## src/hw/uds_pkg.sv

```systemverilog
// descriptor store package: constants, carriers and the contract list
// assumes one 25 MHz core clock; eeprom loader presents field values after reset
// Contract
// - interface 0 descriptor is nine bytes, type 04h, number 00h, alt 00h, three endpoints.
// - class, subclass, protocol and string index come from eeprom, else FFh, 00h, FFh, 00h.
// - endpoint 1 is fixed: length 07h, type 05h, address 81h, bulk 02h, interval 00h.
// - at high speed both bulk endpoints report a 512 byte maximum packet.
// - endpoint 2 is fixed: address 02h, bulk 02h, interval 00h.
// - endpoint 3 is fixed at address 83h, interrupt 03h, maximum packet 10h.
// - endpoint 3 interval alone comes from eeprom, else 04h.
// - other speed configuration is length 09h, type 07h, total 0027h, one interface, value 01h.
// - other speed descriptor uses the eeprom set of the opposite speed.
// - other speed attributes come from eeprom, default A0h.
// - the remote wakeup strap sets the wakeup bit of the default attributes.
// - maximum power defaults to 01h self powered, FAh bus powered, unless eeprom gives one.
// - other speed configuration string index comes from eeprom, else 00h.
package uds_pkg;

  // ****************************************************************
  // descriptor selection
  // ****************************************************************
  typedef enum logic [2:0] {
    UDS_SEL_INTF, UDS_SEL_EP1, UDS_SEL_EP2, UDS_SEL_EP3, UDS_SEL_OSC
  } uds_sel_type;

  localparam logic [7:0]  UDS_LEN_INTF   = 8'h09;
  localparam logic [7:0]  UDS_TYPE_INTF  = 8'h04;
  localparam logic [7:0]  UDS_NUM_EPS    = 8'h03;
  localparam logic [7:0]  UDS_LEN_EP     = 8'h07;
  localparam logic [7:0]  UDS_TYPE_EP    = 8'h05;
  localparam logic [7:0]  UDS_EP1_ADDR   = 8'h81;
  localparam logic [7:0]  UDS_EP2_ADDR   = 8'h02;
  localparam logic [7:0]  UDS_EP3_ADDR   = 8'h83;
  localparam logic [7:0]  UDS_ATTR_BULK  = 8'h02;
  localparam logic [7:0]  UDS_ATTR_INTR  = 8'h03;
  localparam logic [15:0] UDS_MPS_HS     = 16'h0200;
  localparam logic [15:0] UDS_MPS_FS     = 16'h0040;
  localparam logic [15:0] UDS_MPS_EP3    = 16'h0010;
  localparam logic [7:0]  UDS_LEN_OSC    = 8'h09;
  localparam logic [7:0]  UDS_TYPE_OSC   = 8'h07;
  localparam logic [15:0] UDS_TOTAL_OSC  = 16'h0027;
  localparam logic [7:0]  UDS_ONE        = 8'h01;
  localparam logic [7:0]  UDS_ZERO       = 8'h00;

  // ****************************************************************
  // defaults used when no eeprom image is present
  // ****************************************************************
  localparam logic [7:0]  UDS_DEF_CLASS  = 8'hFF;
  localparam logic [7:0]  UDS_DEF_SUB    = 8'h00;
  localparam logic [7:0]  UDS_DEF_PROTO  = 8'hFF;
  localparam logic [7:0]  UDS_DEF_STR    = 8'h00;
  localparam logic [7:0]  UDS_DEF_EP3INT = 8'h04;
  localparam logic [7:0]  UDS_DEF_ATTR   = 8'hA0;
  localparam int          UDS_WAKE_BIT   = 5;
  localparam logic [7:0]  UDS_PWR_SELF   = 8'h01;
  localparam logic [7:0]  UDS_PWR_BUS    = 8'hFA;

  // fields written by the eeprom loader, one set per speed for the configuration bytes
  typedef struct packed {
    logic [7:0] intfClass;
    logic [7:0] intfSub;
    logic [7:0] intfProto;
    logic [7:0] intfStr;
    logic [7:0] ep3Interval;
    logic [7:0] hsCfgStr;
    logic [7:0] hsCfgAttr;
    logic [7:0] hsMaxPower;
    logic [7:0] fsCfgStr;
    logic [7:0] fsCfgAttr;
    logic [7:0] fsMaxPower;
  } uds_eeprom_type;

  typedef struct packed {
    uds_sel_type sel;
    logic [7:0]  reqLen;
  } uds_req_type;

  typedef struct packed {
    logic       valid;
    logic       last;
    logic [7:0] data;
  } uds_byte_type;

endpackage

```

## src/hw/uds_rom.sv

```systemverilog
// descriptor byte table: one registered read port over the five descriptors
// assumes field values are stable while a descriptor is being read out
`timescale 1ns/1ps
module uds_rom (
  input  wire logic                    clk,       // core clock
  input  wire logic                    rst,       // async reset, high
  input  wire uds_pkg::uds_sel_type    sel,       // descriptor select
  input  wire logic [3:0]              idx,       // byte offset
  input  wire logic                    highSpeed, // current speed is high speed
  input  wire logic                    selfPower, // self powered mode
  input  wire logic                    remote_wakeup_strap, // sampled strap
  input  wire logic                    eeValid,   // loaded image present
  input  wire uds_pkg::uds_eeprom_type ee,        // loaded fields
  output logic [7:0]                   rdata,     // registered byte
  output logic [7:0]                   dlen       // registered descriptor length
);
  typedef struct packed {
    logic [7:0] rdata;
    logic [7:0] dlen;
  } uds_rom_st_type;
  uds_rom_st_type st_q, st_d;
  logic [7:0] attrDef, pwrDef, cfgStr, cfgAttr, cfgPwr, b;
  logic [15:0] mps;

  function automatic logic [7:0] pick(input logic v, input logic [7:0] e, input logic [7:0] d);
    return v ? e : d;
  endfunction

  always_comb begin
    // strap drives the wakeup bit of the default attributes
    attrDef = uds_pkg::UDS_DEF_ATTR;
    attrDef[uds_pkg::UDS_WAKE_BIT] = remote_wakeup_strap;
    pwrDef  = selfPower ? uds_pkg::UDS_PWR_SELF : uds_pkg::UDS_PWR_BUS;
    // other speed descriptor takes the opposite speed set
    cfgStr  = pick(eeValid, highSpeed ? ee.fsCfgStr : ee.hsCfgStr, uds_pkg::UDS_DEF_STR);
    cfgAttr = pick(eeValid, highSpeed ? ee.fsCfgAttr : ee.hsCfgAttr, attrDef);
    cfgPwr  = pick(eeValid, highSpeed ? ee.fsMaxPower : ee.hsMaxPower, pwrDef);
    mps     = highSpeed ? uds_pkg::UDS_MPS_HS : uds_pkg::UDS_MPS_FS;
    b = uds_pkg::UDS_ZERO;
    st_d = st_q;
    unique case (sel)
      uds_pkg::UDS_SEL_INTF: begin
        st_d.dlen = uds_pkg::UDS_LEN_INTF;
        unique case (idx)
          4'h0: b = uds_pkg::UDS_LEN_INTF;
          4'h1: b = uds_pkg::UDS_TYPE_INTF;
          4'h4: b = uds_pkg::UDS_NUM_EPS;
          4'h5: b = pick(eeValid, ee.intfClass, uds_pkg::UDS_DEF_CLASS);
          4'h6: b = pick(eeValid, ee.intfSub, uds_pkg::UDS_DEF_SUB);
          4'h7: b = pick(eeValid, ee.intfProto, uds_pkg::UDS_DEF_PROTO);
          4'h8: b = pick(eeValid, ee.intfStr, uds_pkg::UDS_DEF_STR);
          default: b = uds_pkg::UDS_ZERO;
        endcase
      end
      uds_pkg::UDS_SEL_EP1, uds_pkg::UDS_SEL_EP2, uds_pkg::UDS_SEL_EP3: begin
        st_d.dlen = uds_pkg::UDS_LEN_EP;
        unique case (idx)
          4'h0: b = uds_pkg::UDS_LEN_EP;
          4'h1: b = uds_pkg::UDS_TYPE_EP;
          4'h2: b = (sel == uds_pkg::UDS_SEL_EP1) ? uds_pkg::UDS_EP1_ADDR :
                    (sel == uds_pkg::UDS_SEL_EP2) ? uds_pkg::UDS_EP2_ADDR :
                    uds_pkg::UDS_EP3_ADDR;
          4'h3: b = (sel == uds_pkg::UDS_SEL_EP3) ? uds_pkg::UDS_ATTR_INTR
                                                  : uds_pkg::UDS_ATTR_BULK;
          4'h4: b = (sel == uds_pkg::UDS_SEL_EP3) ? uds_pkg::UDS_MPS_EP3[7:0] : mps[7:0];
          4'h5: b = (sel == uds_pkg::UDS_SEL_EP3) ? uds_pkg::UDS_MPS_EP3[15:8] : mps[15:8];
          4'h6: b = (sel == uds_pkg::UDS_SEL_EP3) ?
                    pick(eeValid, ee.ep3Interval, uds_pkg::UDS_DEF_EP3INT) : uds_pkg::UDS_ZERO;
          default: b = uds_pkg::UDS_ZERO;
        endcase
      end
      uds_pkg::UDS_SEL_OSC: begin
        st_d.dlen = uds_pkg::UDS_LEN_OSC;
        unique case (idx)
          4'h0: b = uds_pkg::UDS_LEN_OSC;
          4'h1: b = uds_pkg::UDS_TYPE_OSC;
          4'h2: b = uds_pkg::UDS_TOTAL_OSC[7:0];
          4'h3: b = uds_pkg::UDS_TOTAL_OSC[15:8];
          4'h4: b = uds_pkg::UDS_ONE;
          4'h5: b = uds_pkg::UDS_ONE;
          4'h6: b = cfgStr;
          4'h7: b = cfgAttr;
          4'h8: b = cfgPwr;
          default: b = uds_pkg::UDS_ZERO;
        endcase
      end
      default: st_d.dlen = uds_pkg::UDS_ZERO;
    endcase
    st_d.rdata = b;
  end

  always_ff @(posedge clk or posedge rst) begin
    if (rst) begin
      st_q <= '0;
    end else begin
      st_q <= st_d;
    end
  end
  assign rdata = st_q.rdata;
  assign dlen  = st_q.dlen;
endmodule // uds_rom

```

## src/hw/uds_store.sv

```systemverilog
// descriptor store top: takes a request, streams bytes one per two cycles
// assumes the control logic holds the request valid for one cycle while idle
`timescale 1ns/1ps
module uds_store (
  input  wire logic                    clk,       // core clock, 25 MHz
  input  wire logic                    rst,       // async reset, high
  input  wire logic                    reqValid,  // request strobe
  input  wire uds_pkg::uds_req_type    req,       // descriptor and requested length
  input  wire logic                    highSpeed, // current speed is high speed
  input  wire logic                    selfPower, // self powered mode
  input  wire logic                    remote_wakeup_strap, // strap level
  input  wire logic                    eeValid,   // eeprom image loaded
  input  wire uds_pkg::uds_eeprom_type ee,        // loaded field values
  output uds_pkg::uds_byte_type        dout,      // byte stream
  output logic                         busy       // transfer in progress
);
  typedef enum logic [1:0] {S_IDLE, S_FETCH, S_SEND} uds_state_type;
  typedef struct packed {
    uds_state_type        state;
    uds_pkg::uds_sel_type sel;
    logic [7:0]           reqLen;
    logic [3:0]           idx;
    logic                 strapDone;
    logic                 strap;
    uds_pkg::uds_byte_type dout;
    logic                 busy;
  } uds_st_type;
  uds_st_type st_q, st_d;
  logic [7:0] romData, romLen, limit;

  uds_rom u_rom (
    .clk                 (clk),
    .rst                 (rst),
    .sel                 (st_q.sel),
    .idx                 (st_q.idx),
    .highSpeed           (highSpeed),
    .selfPower           (selfPower),
    .remote_wakeup_strap (st_q.strap),
    .eeValid             (eeValid),
    .ee                  (ee),
    .rdata               (romData),
    .dlen                (romLen)
  );

  always_comb begin
    st_d = st_q;
    st_d.dout.valid = 1'b0;
    st_d.dout.last  = 1'b0;
    limit = (st_q.reqLen < romLen) ? st_q.reqLen : romLen;
    // strap is caught once, the first clocked cycle after reset release
    if (!st_q.strapDone) begin
      st_d.strap     = remote_wakeup_strap;
      st_d.strapDone = 1'b1;
    end
    unique case (st_q.state)
      S_IDLE: if (reqValid) begin
        st_d.sel    = req.sel;
        st_d.reqLen = req.reqLen;
        st_d.idx    = 4'h0;
        st_d.busy   = 1'b1;
        st_d.state  = S_FETCH;
      end
      S_FETCH: st_d.state = S_SEND;
      S_SEND: begin
        if ({4'h0, st_q.idx} >= limit) begin
          st_d.state = S_IDLE;
          st_d.busy  = 1'b0;
        end else begin
          st_d.dout.valid = 1'b1;
          st_d.dout.data  = romData;
          st_d.dout.last  = ({4'h0, st_q.idx} + 8'h01) >= limit;
          st_d.idx        = st_q.idx + 4'h1;
          st_d.state      = S_FETCH;
          if (st_d.dout.last) begin
            st_d.state = S_IDLE;
            st_d.busy  = 1'b0;
          end
        end
      end
    endcase
  end

  always_ff @(posedge clk or posedge rst) begin
    if (rst) begin
      st_q <= '0;
    end else begin
      st_q <= st_d;
    end
  end
  assign dout = st_q.dout;
  assign busy = st_q.busy;

  // ****************************************************************
  // checks
  // ****************************************************************
  // in the send state the table output belongs to the held offset
  logic sndIntf, sndEp1, sndEp2, sndEp3, sndOsc;
  assign sndIntf = (st_q.state == S_SEND) && (st_q.sel == uds_pkg::UDS_SEL_INTF);
  assign sndEp1  = (st_q.state == S_SEND) && (st_q.sel == uds_pkg::UDS_SEL_EP1);
  assign sndEp2  = (st_q.state == S_SEND) && (st_q.sel == uds_pkg::UDS_SEL_EP2);
  assign sndEp3  = (st_q.state == S_SEND) && (st_q.sel == uds_pkg::UDS_SEL_EP3);
  assign sndOsc  = (st_q.state == S_SEND) && (st_q.sel == uds_pkg::UDS_SEL_OSC);

  // ****************************************************************
  // interface descriptor
  // ****************************************************************
  a_intf_len: assert property (@(posedge clk) disable iff (rst)
    sndIntf |-> romLen == uds_pkg::UDS_LEN_INTF)
    else $error("interface length wrong");
  a_intf_type: assert property (@(posedge clk) disable iff (rst)
    (sndIntf && st_q.idx == 4'h1) |-> romData == uds_pkg::UDS_TYPE_INTF)
    else $error("interface type wrong");
  a_intf_num: assert property (@(posedge clk) disable iff (rst)
    (sndIntf && st_q.idx == 4'h2) |-> romData == uds_pkg::UDS_ZERO)
    else $error("interface number wrong");
  a_intf_alt: assert property (@(posedge clk) disable iff (rst)
    (sndIntf && st_q.idx == 4'h3) |-> romData == uds_pkg::UDS_ZERO)
    else $error("alternate setting wrong");
  a_intf_neps: assert property (@(posedge clk) disable iff (rst)
    (sndIntf && st_q.idx == 4'h4) |-> romData == uds_pkg::UDS_NUM_EPS)
    else $error("endpoint count wrong");
  a_class_def: assert property (@(posedge clk) disable iff (rst)
    (sndIntf && st_q.idx == 4'h5 && !eeValid) |-> romData == uds_pkg::UDS_DEF_CLASS)
    else $error("class default wrong");
  a_class_load: assert property (@(posedge clk) disable iff (rst)
    (sndIntf && st_q.idx == 4'h5 && eeValid) |-> romData == ee.intfClass)
    else $error("loaded class wrong");
  a_sub_def: assert property (@(posedge clk) disable iff (rst)
    (sndIntf && st_q.idx == 4'h6 && !eeValid) |-> romData == uds_pkg::UDS_DEF_SUB)
    else $error("subclass default wrong");
  a_proto_def: assert property (@(posedge clk) disable iff (rst)
    (sndIntf && st_q.idx == 4'h7 && !eeValid) |-> romData == uds_pkg::UDS_DEF_PROTO)
    else $error("protocol default wrong");
  a_istr_def: assert property (@(posedge clk) disable iff (rst)
    (sndIntf && st_q.idx == 4'h8 && !eeValid) |-> romData == uds_pkg::UDS_DEF_STR)
    else $error("interface string default wrong");

  // ****************************************************************
  // endpoint descriptors
  // ****************************************************************
  a_ep_len: assert property (@(posedge clk) disable iff (rst)
    (sndEp1 || sndEp2 || sndEp3) |-> romLen == uds_pkg::UDS_LEN_EP)
    else $error("endpoint length wrong");
  a_ep1_addr: assert property (@(posedge clk) disable iff (rst)
    (sndEp1 && st_q.idx == 4'h2) |-> romData == uds_pkg::UDS_EP1_ADDR)
    else $error("ep1 address wrong");
  a_ep1_attr: assert property (@(posedge clk) disable iff (rst)
    (sndEp1 && st_q.idx == 4'h3) |-> romData == uds_pkg::UDS_ATTR_BULK)
    else $error("ep1 attribute wrong");
  a_ep1_ival: assert property (@(posedge clk) disable iff (rst)
    (sndEp1 && st_q.idx == 4'h6) |-> romData == uds_pkg::UDS_ZERO)
    else $error("ep1 interval wrong");
  a_mps_hs_lo: assert property (@(posedge clk) disable iff (rst)
    ((sndEp1 || sndEp2) && st_q.idx == 4'h4 && highSpeed) |-> romData == uds_pkg::UDS_MPS_HS[7:0])
    else $error("bulk packet size low byte wrong");
  a_mps_hs_hi: assert property (@(posedge clk) disable iff (rst)
    ((sndEp1 || sndEp2) && st_q.idx == 4'h5 && highSpeed) |-> romData == uds_pkg::UDS_MPS_HS[15:8])
    else $error("bulk packet size high byte wrong");
  a_ep2_addr: assert property (@(posedge clk) disable iff (rst)
    (sndEp2 && st_q.idx == 4'h2) |-> romData == uds_pkg::UDS_EP2_ADDR)
    else $error("ep2 address wrong");
  a_bulk_attr: assert property (@(posedge clk) disable iff (rst)
    (sndEp2 && st_q.idx == 4'h3) |-> romData == uds_pkg::UDS_ATTR_BULK)
    else $error("ep2 attribute wrong");
  a_ep2_ival: assert property (@(posedge clk) disable iff (rst)
    (sndEp2 && st_q.idx == 4'h6) |-> romData == uds_pkg::UDS_ZERO)
    else $error("ep2 interval wrong");
  a_ep3_addr: assert property (@(posedge clk) disable iff (rst)
    (sndEp3 && st_q.idx == 4'h2) |-> romData == uds_pkg::UDS_EP3_ADDR)
    else $error("ep3 address wrong");
  a_ep3_attr: assert property (@(posedge clk) disable iff (rst)
    (sndEp3 && st_q.idx == 4'h3) |-> romData == uds_pkg::UDS_ATTR_INTR)
    else $error("ep3 attribute wrong");
  a_ep3_mps: assert property (@(posedge clk) disable iff (rst)
    (sndEp3 && st_q.idx == 4'h4) |-> romData == uds_pkg::UDS_MPS_EP3[7:0])
    else $error("ep3 packet size wrong");
  a_ep3_int: assert property (@(posedge clk) disable iff (rst)
    (sndEp3 && st_q.idx == 4'h6 && !eeValid) |-> romData == uds_pkg::UDS_DEF_EP3INT)
    else $error("ep3 interval default wrong");
  a_ep3_load: assert property (@(posedge clk) disable iff (rst)
    (sndEp3 && st_q.idx == 4'h6 && eeValid) |-> romData == ee.ep3Interval)
    else $error("ep3 loaded interval wrong");

  // ****************************************************************
  // other speed configuration descriptor
  // ****************************************************************
  a_osc_len: assert property (@(posedge clk) disable iff (rst)
    sndOsc |-> romLen == uds_pkg::UDS_LEN_OSC)
    else $error("osc length wrong");
  a_osc_type: assert property (@(posedge clk) disable iff (rst)
    (sndOsc && st_q.idx == 4'h1) |-> romData == uds_pkg::UDS_TYPE_OSC)
    else $error("osc type wrong");
  a_osc_total: assert property (@(posedge clk) disable iff (rst)
    (sndOsc && st_q.idx == 4'h2) |-> romData == uds_pkg::UDS_TOTAL_OSC[7:0])
    else $error("osc total length wrong");
  a_osc_nintf: assert property (@(posedge clk) disable iff (rst)
    (sndOsc && st_q.idx == 4'h4) |-> romData == uds_pkg::UDS_ONE)
    else $error("osc interface count wrong");
  a_osc_cfgval: assert property (@(posedge clk) disable iff (rst)
    (sndOsc && st_q.idx == 4'h5) |-> romData == uds_pkg::UDS_ONE)
    else $error("osc configuration value wrong");
  a_osc_speed: assert property (@(posedge clk) disable iff (rst)
    (sndOsc && st_q.idx == 4'h7 && eeValid)
    |-> romData == (highSpeed ? ee.fsCfgAttr : ee.hsCfgAttr))
    else $error("osc attributes from wrong speed set");
  a_attr_def: assert property (@(posedge clk) disable iff (rst)
    (sndOsc && st_q.idx == 4'h7 && !eeValid)
    |-> (romData & 8'hDF) == (uds_pkg::UDS_DEF_ATTR & 8'hDF))
    else $error("osc attributes default wrong");
  a_attr_strap: assert property (@(posedge clk) disable iff (rst)
    (sndOsc && st_q.idx == 4'h7 && !eeValid) |-> romData[uds_pkg::UDS_WAKE_BIT] == st_q.strap)
    else $error("wakeup bit does not follow strap");
  a_pwr_def: assert property (@(posedge clk) disable iff (rst)
    (sndOsc && st_q.idx == 4'h8 && !eeValid)
    |-> romData == (selfPower ? uds_pkg::UDS_PWR_SELF : uds_pkg::UDS_PWR_BUS))
    else $error("max power default wrong");
  a_str_def: assert property (@(posedge clk) disable iff (rst)
    (sndOsc && st_q.idx == 4'h6 && !eeValid) |-> romData == uds_pkg::UDS_DEF_STR)
    else $error("osc string default wrong");

  // ****************************************************************
  // stream handshake
  // ****************************************************************
  a_no_overrun: assert property (@(posedge clk) disable iff (rst)
    dout.valid |-> st_q.idx <= 4'h9)
    else $error("byte past descriptor");
  a_last_idle: assert property (@(posedge clk) disable iff (rst)
    (dout.valid && dout.last) |-> !busy)
    else $error("busy after last");
  a_req_start: assert property (@(posedge clk) disable iff (rst)
    (st_q.state == S_IDLE && reqValid && req.reqLen != 8'h00) |-> ##2 busy ##1 dout.valid)
    else $error("first byte late");
  a_stream_gap: assert property (@(posedge clk) disable iff (rst)
    dout.valid |=> !dout.valid)
    else $error("bytes closer than two cycles");
  a_zero_len: assert property (@(posedge clk) disable iff (rst)
    (st_q.state == S_IDLE && reqValid && req.reqLen == 8'h00) |=> (!dout.valid) [*4])
    else $error("byte sent for zero length");
  a_busy_ignore: assert property (@(posedge clk) disable iff (rst)
    (reqValid && busy) |=> ($stable(st_q.sel) && $stable(st_q.reqLen)))
    else $error("request taken while busy");

  c_intf: cover property (@(posedge clk) st_q.sel == uds_pkg::UDS_SEL_INTF && dout.last);
  c_osc: cover property (@(posedge clk) st_q.sel == uds_pkg::UDS_SEL_OSC && dout.last);
  c_short: cover property (@(posedge clk) dout.last && st_q.reqLen < romLen);
  c_poke: cover property (@(posedge clk) reqValid && busy);
  c_zero: cover property (@(posedge clk) st_q.state == S_IDLE && reqValid && req.reqLen == 8'h00);
endmodule // uds_store

```

## config.mk

```make
export PLATFORM = sky130hd
export DESIGN_NAME = uds_store
export DESIGN_NICKNAME = d
export VERILOG_FILES = /design/src/hw/uds_pkg.sv /design/src/hw/uds_rom.sv /design/src/hw/uds_store.sv
export SDC_FILE = /design/constraint.sdc
export NUM_CORES = 1
export LEC_CHECK = 0
export BUFFER_PORTS_ARGS = -buffer_cell sky130_fd_sc_hd__buf_2
export CAP_MARGIN = 20
export CORE_ASPECT_RATIO = 0.7
export CORE_UTILIZATION = 55
export CTS_CLUSTER_DIAMETER = 80
export CTS_CLUSTER_SIZE = 40
export DETAILED_ROUTE_END_ITERATION = 7
export PLACE_DENSITY = 0.95
export SETUP_SLACK_MARGIN = 0.1
export SLEW_MARGIN = 20
export SYNTH_ARGS = -nofsm -noshare
export SYNTH_HDL_FRONTEND = slang
export SYNTH_HIERARCHICAL = 1
export SYNTH_SLANG_ARGS = --single-unit
```

## constraint.sdc

```tcl
create_clock -name clk -period 10.8 [get_ports clk]
set_input_delay 2.7 -clock clk [delete_from_list [all_inputs] [get_ports clk]]
set_output_delay 2.7 -clock clk [all_outputs]
set_load 0.02 [all_outputs]
```

==> metrics, run 1 <==
status=completed; Crit. End Element=register; post-route cell area=4010 sq um; Power Density=208 nW/um^2; hpwl dp=7.43 mm; 1st-iter DRT viols=314; average vias per placed instance=6.03; Syn Area/Cell=9.28 sq um; post-synth cell types=68; first-pass GRT wire length=14.5 mm; PostCTS Resize Cnt=0; Syn Inst Count=370; Vias=3234; Die ar.=6560 sq um; worst min-delay path class=reg2reg; ANT nets after route=0; register area=1030 sq um; max cap viols=0; port buffer count=116; setup TNS=0 ps; dpl cell area=3920 sq um; fin crit share=0.390; slack of the worst reg-to-reg path=6630 ps; Fillers=484; htree depth=2; sequential element share of the synthesized area=0.299; diodes inserted=0; Fin. Hold Viols=0; clk_lat worst skew=290 ps; final RePlAce weighted congestion=0.968; Final #Nets=585; most common cell after layout, fill and taps aside=buf_2; GRT overflow=0; drt wl/cell=17.6 microns; RSZ-0062 raised after global routing=no; die height=68.1 microns; CP arrival=4440 ps; most frequent cells in the layout=buf_2, dfrtp_1, nand2_1; maximum vdd drop=0.102 mV; antenna violations before repair=0; CTS tree=done; CP Data Required Time=11030 ps; Setup Skew=9.25 ps; Least-Margin Pin Slew=864 ps; critical path fanouts, max=31; Syn Std Cell Area=3430 sq um; CTS Buf Count=5; slew margin rel.=0.424; share of cells above drive strength 1=0.358; Seq cells post-synth=41; multi-input logic area=2110 sq um; Ys Warns=6; largest net degree at the start of global routing=32; leakage power=1.95 nW; vias in the first global route=2922; Die W=96.4 microns; DRC errors left=0; final setup fails=0; row count=23; cts hold-fix bufs=0; WS Path Type=in2reg; Max Root-Sink Buffers=2; Num Clock Sinks=41; Initial Util=0.585; Final Critical Period=4210 ps; CP startpoint kind=input pin; Worst-path clk slew=80 ps; total wire length=9.43 mm; total track usage=0.294; first-pass iteration count of the detailed router=5; area delta synth->final=16.7%; Post-synth EDFFs=0; Synth Flop Type=dfrtp_1; Post-CTS Repair Setup Buffers=0; fmax=238 MHz; Synth async-reset ratio=1.00; clk root buf=clkbuf_8; I/O pin total=117; fin. max-slew vios=0; core area=5870 sq um
layout make-up:
class	instances	share of cell area
flip-flops and latches	41	0.256
well taps	75	0.0234
multi-input cells	274	0.526
inverters	20	0.0187
clock buffers	5	0.0172
repair buffers	118	0.154
clock inverters	3	0.00437
where the power goes:
part	total (mW)	internal, mW	switching [mW]
combinational	0.468	0.208	0.260
clock	0.0981	0.0446	0.0535
sequential	0.266	0.206	0.0605
total	0.833	0.458	0.374
cell families after synthesis:
kind of cell / count (synthesis) / synth area share
multiplexers: 51 / 0.172
buffers and inverters: 58 / 0.0900
other: 2 / 0.00219
XOR/XNOR: 2 / 0.00510
AO/OA/AOI/OAI: 97 / 0.209
adder cells (fa/ha/maj): 19 / 0.0693
AND/OR/NAND/NOR: 100 / 0.154
flip-flops: 41 / 0.299
critical path, cell delays in order:
cell and delay (ps):
buf_2 420, inv_1 180, nor3_2 510, a221oi_1 160
o2bb2ai_1 310, a31o_1 150
layer usage:
layer | vias to the layer above | GRT usage | routed length, microns
met5 | - | 0 | 0
met4 | 0 | 0.0533 | 73
met3 | 12 | 0.106 | 1100
met2 | 191 | 0.449 | 4220
met1 | 1502 | 0.405 | 4040
li1 | 1529 | - | -
through the flow:
step,util,hold slack [ps],power (mW),worst slack (ps),cells
6_report,0.682,479,0.833,6590,536
5_1_grt,0.682,485,0.898,6400,536
4_1_cts,0.682,482,0.822,6640,536
3_5_place_dp,0.668,463,0.723,6370,528
3_3_place_gp,0.663,461,0.698,6420,527
2_1_floorplan,-,458,0.628,6740,373
path summary, 6_finish.rpt:
check / from / endpoint / cells past startpoint
worst min register to register: u_rom/rdata[2]$_DFF_PP0_ / dout[2]$_DFFE_PP0P_ / 1
worst max register to register: st_q[18]$_DFFE_PP0P_ / dout[6]$_DFFE_PP0P_ / 13
max in group asynchronous: rst / st_q[23]$_DFFE_PP0P_ / 3
worst max-delay path: eeValid / u_rom/rdata[4]$_DFF_PP0_ / 6
min in group asynchronous: rst / u_rom/rdata[1]$_DFF_PP0_ / 2
worst min-delay path: u_rom/rdata[2]$_DFF_PP0_ / dout[2]$_DFFE_PP0P_ / 1
cells in the mapped netlist, types with 2 or more instances:
cell type | instances | area, sq um
nand4_1 | 3 | 18.8
nor2b_1 | 4 | 25.0
a21oi_1 | 23 | 115
buf_2 | 13 | 65.1
a221o_1 | 7 | 70.1
dfrtp_1 | 41 | 1030
o211ai_1 | 2 | 15.0
o32ai_1 | 2 | 17.5
conb_1 | 2 | 7.51
nor3_2 | 2 | 20.0
mux2_4 | 9 | 135
a21boi_0 | 2 | 15.0
a31oi_1 | 5 | 31.3
nor3_1 | 7 | 35.0
nor4_1 | 3 | 18.8
nand2b_1 | 11 | 68.8
o21ai_0 | 11 | 55.1
inv_1 | 20 | 75.1
a31o_1 | 3 | 26.3
a21oi_2 | 2 | 17.5
ha_1 | 19 | 238
a221oi_1 | 4 | 35.0
a41oi_1 | 2 | 17.5
clkbuf_1 | 6 | 22.5
a221oi_2 | 2 | 30.0
buf_4 | 16 | 120
a22oi_1 | 2 | 15.0
o2bb2ai_1 | 2 | 17.5
nor2_1 | 18 | 67.6
a21o_1 | 2 | 15.0
nand3_1 | 6 | 30.0
nand2_1 | 30 | 113
mux2i_1 | 24 | 240
and3b_1 | 2 | 17.5
nand3b_1 | 2 | 15.0
and3_1 | 3 | 18.8
o22ai_1 | 4 | 25.0
a211oi_1 | 6 | 45.0
mux2_2 | 17 | 191
o21ai_1 | 2 | 10.0
buf_6 | 2 | 22.5
state kept, by name (all words and copies together) (netlist names):
| name | flops |
|---|---|
| u_rom/rdata | 8 |
| u_rom/dlen | 3 |
| dout | 10 |
| busy | 1 |
| st_q | 19 |
No activity file was read; power rests on OpenSTA's default activity.
==> run 2, diff against run 1 <==
--- a/config.mk
+++ b/config.mk
@@ -8,11 +8,11 @@
 export BUFFER_PORTS_ARGS = -buffer_cell sky130_fd_sc_hd__buf_2
 export CAP_MARGIN = 20
 export CORE_ASPECT_RATIO = 0.7
-export CORE_UTILIZATION = 55
+export CORE_UTILIZATION = 51
 export CTS_CLUSTER_DIAMETER = 80
 export CTS_CLUSTER_SIZE = 40
 export DETAILED_ROUTE_END_ITERATION = 7
-export PLACE_DENSITY = 0.95
+export PLACE_DENSITY = 0.92
 export SETUP_SLACK_MARGIN = 0.1
 export SLEW_MARGIN = 20
 export SYNTH_ARGS = -nofsm -noshare
==> constraint.sdc (replaced) <==
create_clock -name clk -period 3.98 [get_ports clk]
set_input_delay 0.995 -clock clk [delete_from_list [all_inputs] [get_ports clk]]
set_output_delay 0.995 -clock clk [all_outputs]
set_load 0.02 [all_outputs]
==> metrics, run 2 (synthesized netlist as in run 1, its figures left out) <==
fin crit share=0.949; CP Data Required Time=4160 ps; slew margin rel.=0.550; share of cells above drive strength 1=0.365; max reg flops=19; fin. max-slew vios=0; antenna violations before repair=0; Setup Skew=5.52 ps; Die W=100 microns; ANT nets after route=0; port buffer count=116; diodes inserted=0; most frequent cells in the layout=buf_2, dfrtp_1, nand2_1; CTS Buf Count=5; Final Critical Period=3780 ps; CP startpoint kind=register; 1st-iter DRT viols=341; Post-Place Cells=548; clk root buf=clkbuf_8; Design Power=2.46 mW; htree depth=2; hpwl dp=7.34 mm; Least-Margin Pin Slew=676 ps; worst r2r dst=dout[3]$_DFFE_PP0P_; average vias per placed instance=6.01; Worst-path clk slew=80 ps; core area=6370 sq um; final setup fails=0; total track usage=0.274; RSZ-0062 raised after global routing=no; max cap viols=0; Critical Path Start=st_q[18]$_DFFE_PP0P_; fmax=265 MHz; Initial Util=0.539; setup TNS=0 ps; final RePlAce weighted congestion=1.03; die height=70.6 microns; total wire length=9.44 mm; most common cell after layout, fill and taps aside=buf_2; GRT overflow=0; WS Path Type=reg2reg; worst min-delay path class=reg2reg; slack of the worst reg-to-reg path=200 ps; Max Root-Sink Buffers=2; largest register by flop count=st_q; worst r2r path cells=13; leakage power=2.00 nW; Power Density=597 nW/um^2; CP arrival=3960 ps; first-pass GRT wire length=15.2 mm; DRC errors left=0; area delta synth->final=19.9%; Vias=3345; status=completed; Fin. Hold Viols=0; maximum vdd drop=0.273 mV; Num Clock Sinks=41; CTS tree=done; Finished Layout Cells=557; Die ar.=7070 sq um; row count=24; vias in the first global route=3141; cts hold-fix bufs=0; I/O pin total=117; crit path capture=dout[3]$_DFFE_PP0P_; first-pass iteration count of the detailed router=5; clk_lat worst skew=300 ps; largest net degree at the start of global routing=32; r2r startpoint=st_q[18]$_DFFE_PP0P_; Crit. End Element=register; Final #Nets=590; critical path fanouts, max=10; drt wl/cell=16.9 microns
[run 2: worst min path at each step]
stage / from / end / slack [ps] / depth (start not counted)
after detailed placement: u_rom/rdata[5]$_DFF_PP0_ / dout[5]$_DFFE_PP0P_ / 470 / 1
after floorplan: u_rom/rdata[0]$_DFF_PP0_ / dout[0]$_DFFE_PP0P_ / 460 / 1
after global routing: u_rom/rdata[4]$_DFF_PP0_ / dout[4]$_DFFE_PP0P_ / 490 / 1
final: u_rom/rdata[5]$_DFF_PP0_ / dout[5]$_DFFE_PP0P_ / 480 / 1
after global placement: u_rom/rdata[3]$_DFF_PP0_ / dout[3]$_DFFE_PP0P_ / 460 / 1
after CTS: u_rom/rdata[5]$_DFF_PP0_ / dout[5]$_DFFE_PP0P_ / 480 / 1
[run 2: timing repair]
action                                  CTS  global route
resized for setup                         0             0
endpoints found under the hold margin     0             0
endpoints found under the setup margin    0            11
buffers inserted                          0             1
[run 2: critical path, stage by stage, from the launching register on]
cell	delay [ps]
dfrtp_1	420
ha_1	310
a2111o_1	380
a311oi_2	300
or2_2	180
mux2_2	370
ha_1	280
nand2b_1	140
a21oi_1	220
nand2b_1	160
a221oi_2	70
o31ai_4	300
nand2_4	170
mux2_4	340
[run 2: metal layers]
metal | track usage | routed length (microns) | vias up
li1 | - | - | 1541
met2 | 0.436 | 4370 | 189
met3 | 0.0810 | 948 | 25
met4 | 0.0676 | 147 | 0
met5 | 0 | 0 | -
met1 | 0.368 | 3970 | 1590
[run 2: stage by stage]
| stage | utilization | hold slack [ps] | instance area, sq um | setup WS, ps |
|---|---|---|---|---|
| after floorplan | - | 458 | 3440 | 357 |
| after global placement | 0.619 | 462 | 3940 | 436 |
| after detailed placement | 0.623 | 465 | 3970 | 272 |
| after CTS | 0.645 | 484 | 4110 | 239 |
| after global routing | 0.646 | 493 | 4110 | 110 |
| final | 0.646 | 481 | 4110 | 203 |
[run 2: report_power, final]
part / internal (mW) / total, mW / switching [mW] / leakage [nW]
registers: 0.559 / 0.674 / 0.115 / 0.515
clock network: 0.253 / 0.407 / 0.155 / 0.0687
logic: 0.597 / 1.38 / 0.780 / 1.41
[run 2: area by class of cell]
| cell class | instances | area, sq um |
|---|---|---|
| tap | 91 | 114 |
| sequential | 41 | 1030 |
| timing repair buffer | 123 | 653 |
| fill | 545 | 2250 |
| inverter | 20 | 75.1 |
| clock inverter | 3 | 68.8 |
| multi-input combinational | 274 | 2110 |
| clock buffer | 5 | 68.8 |
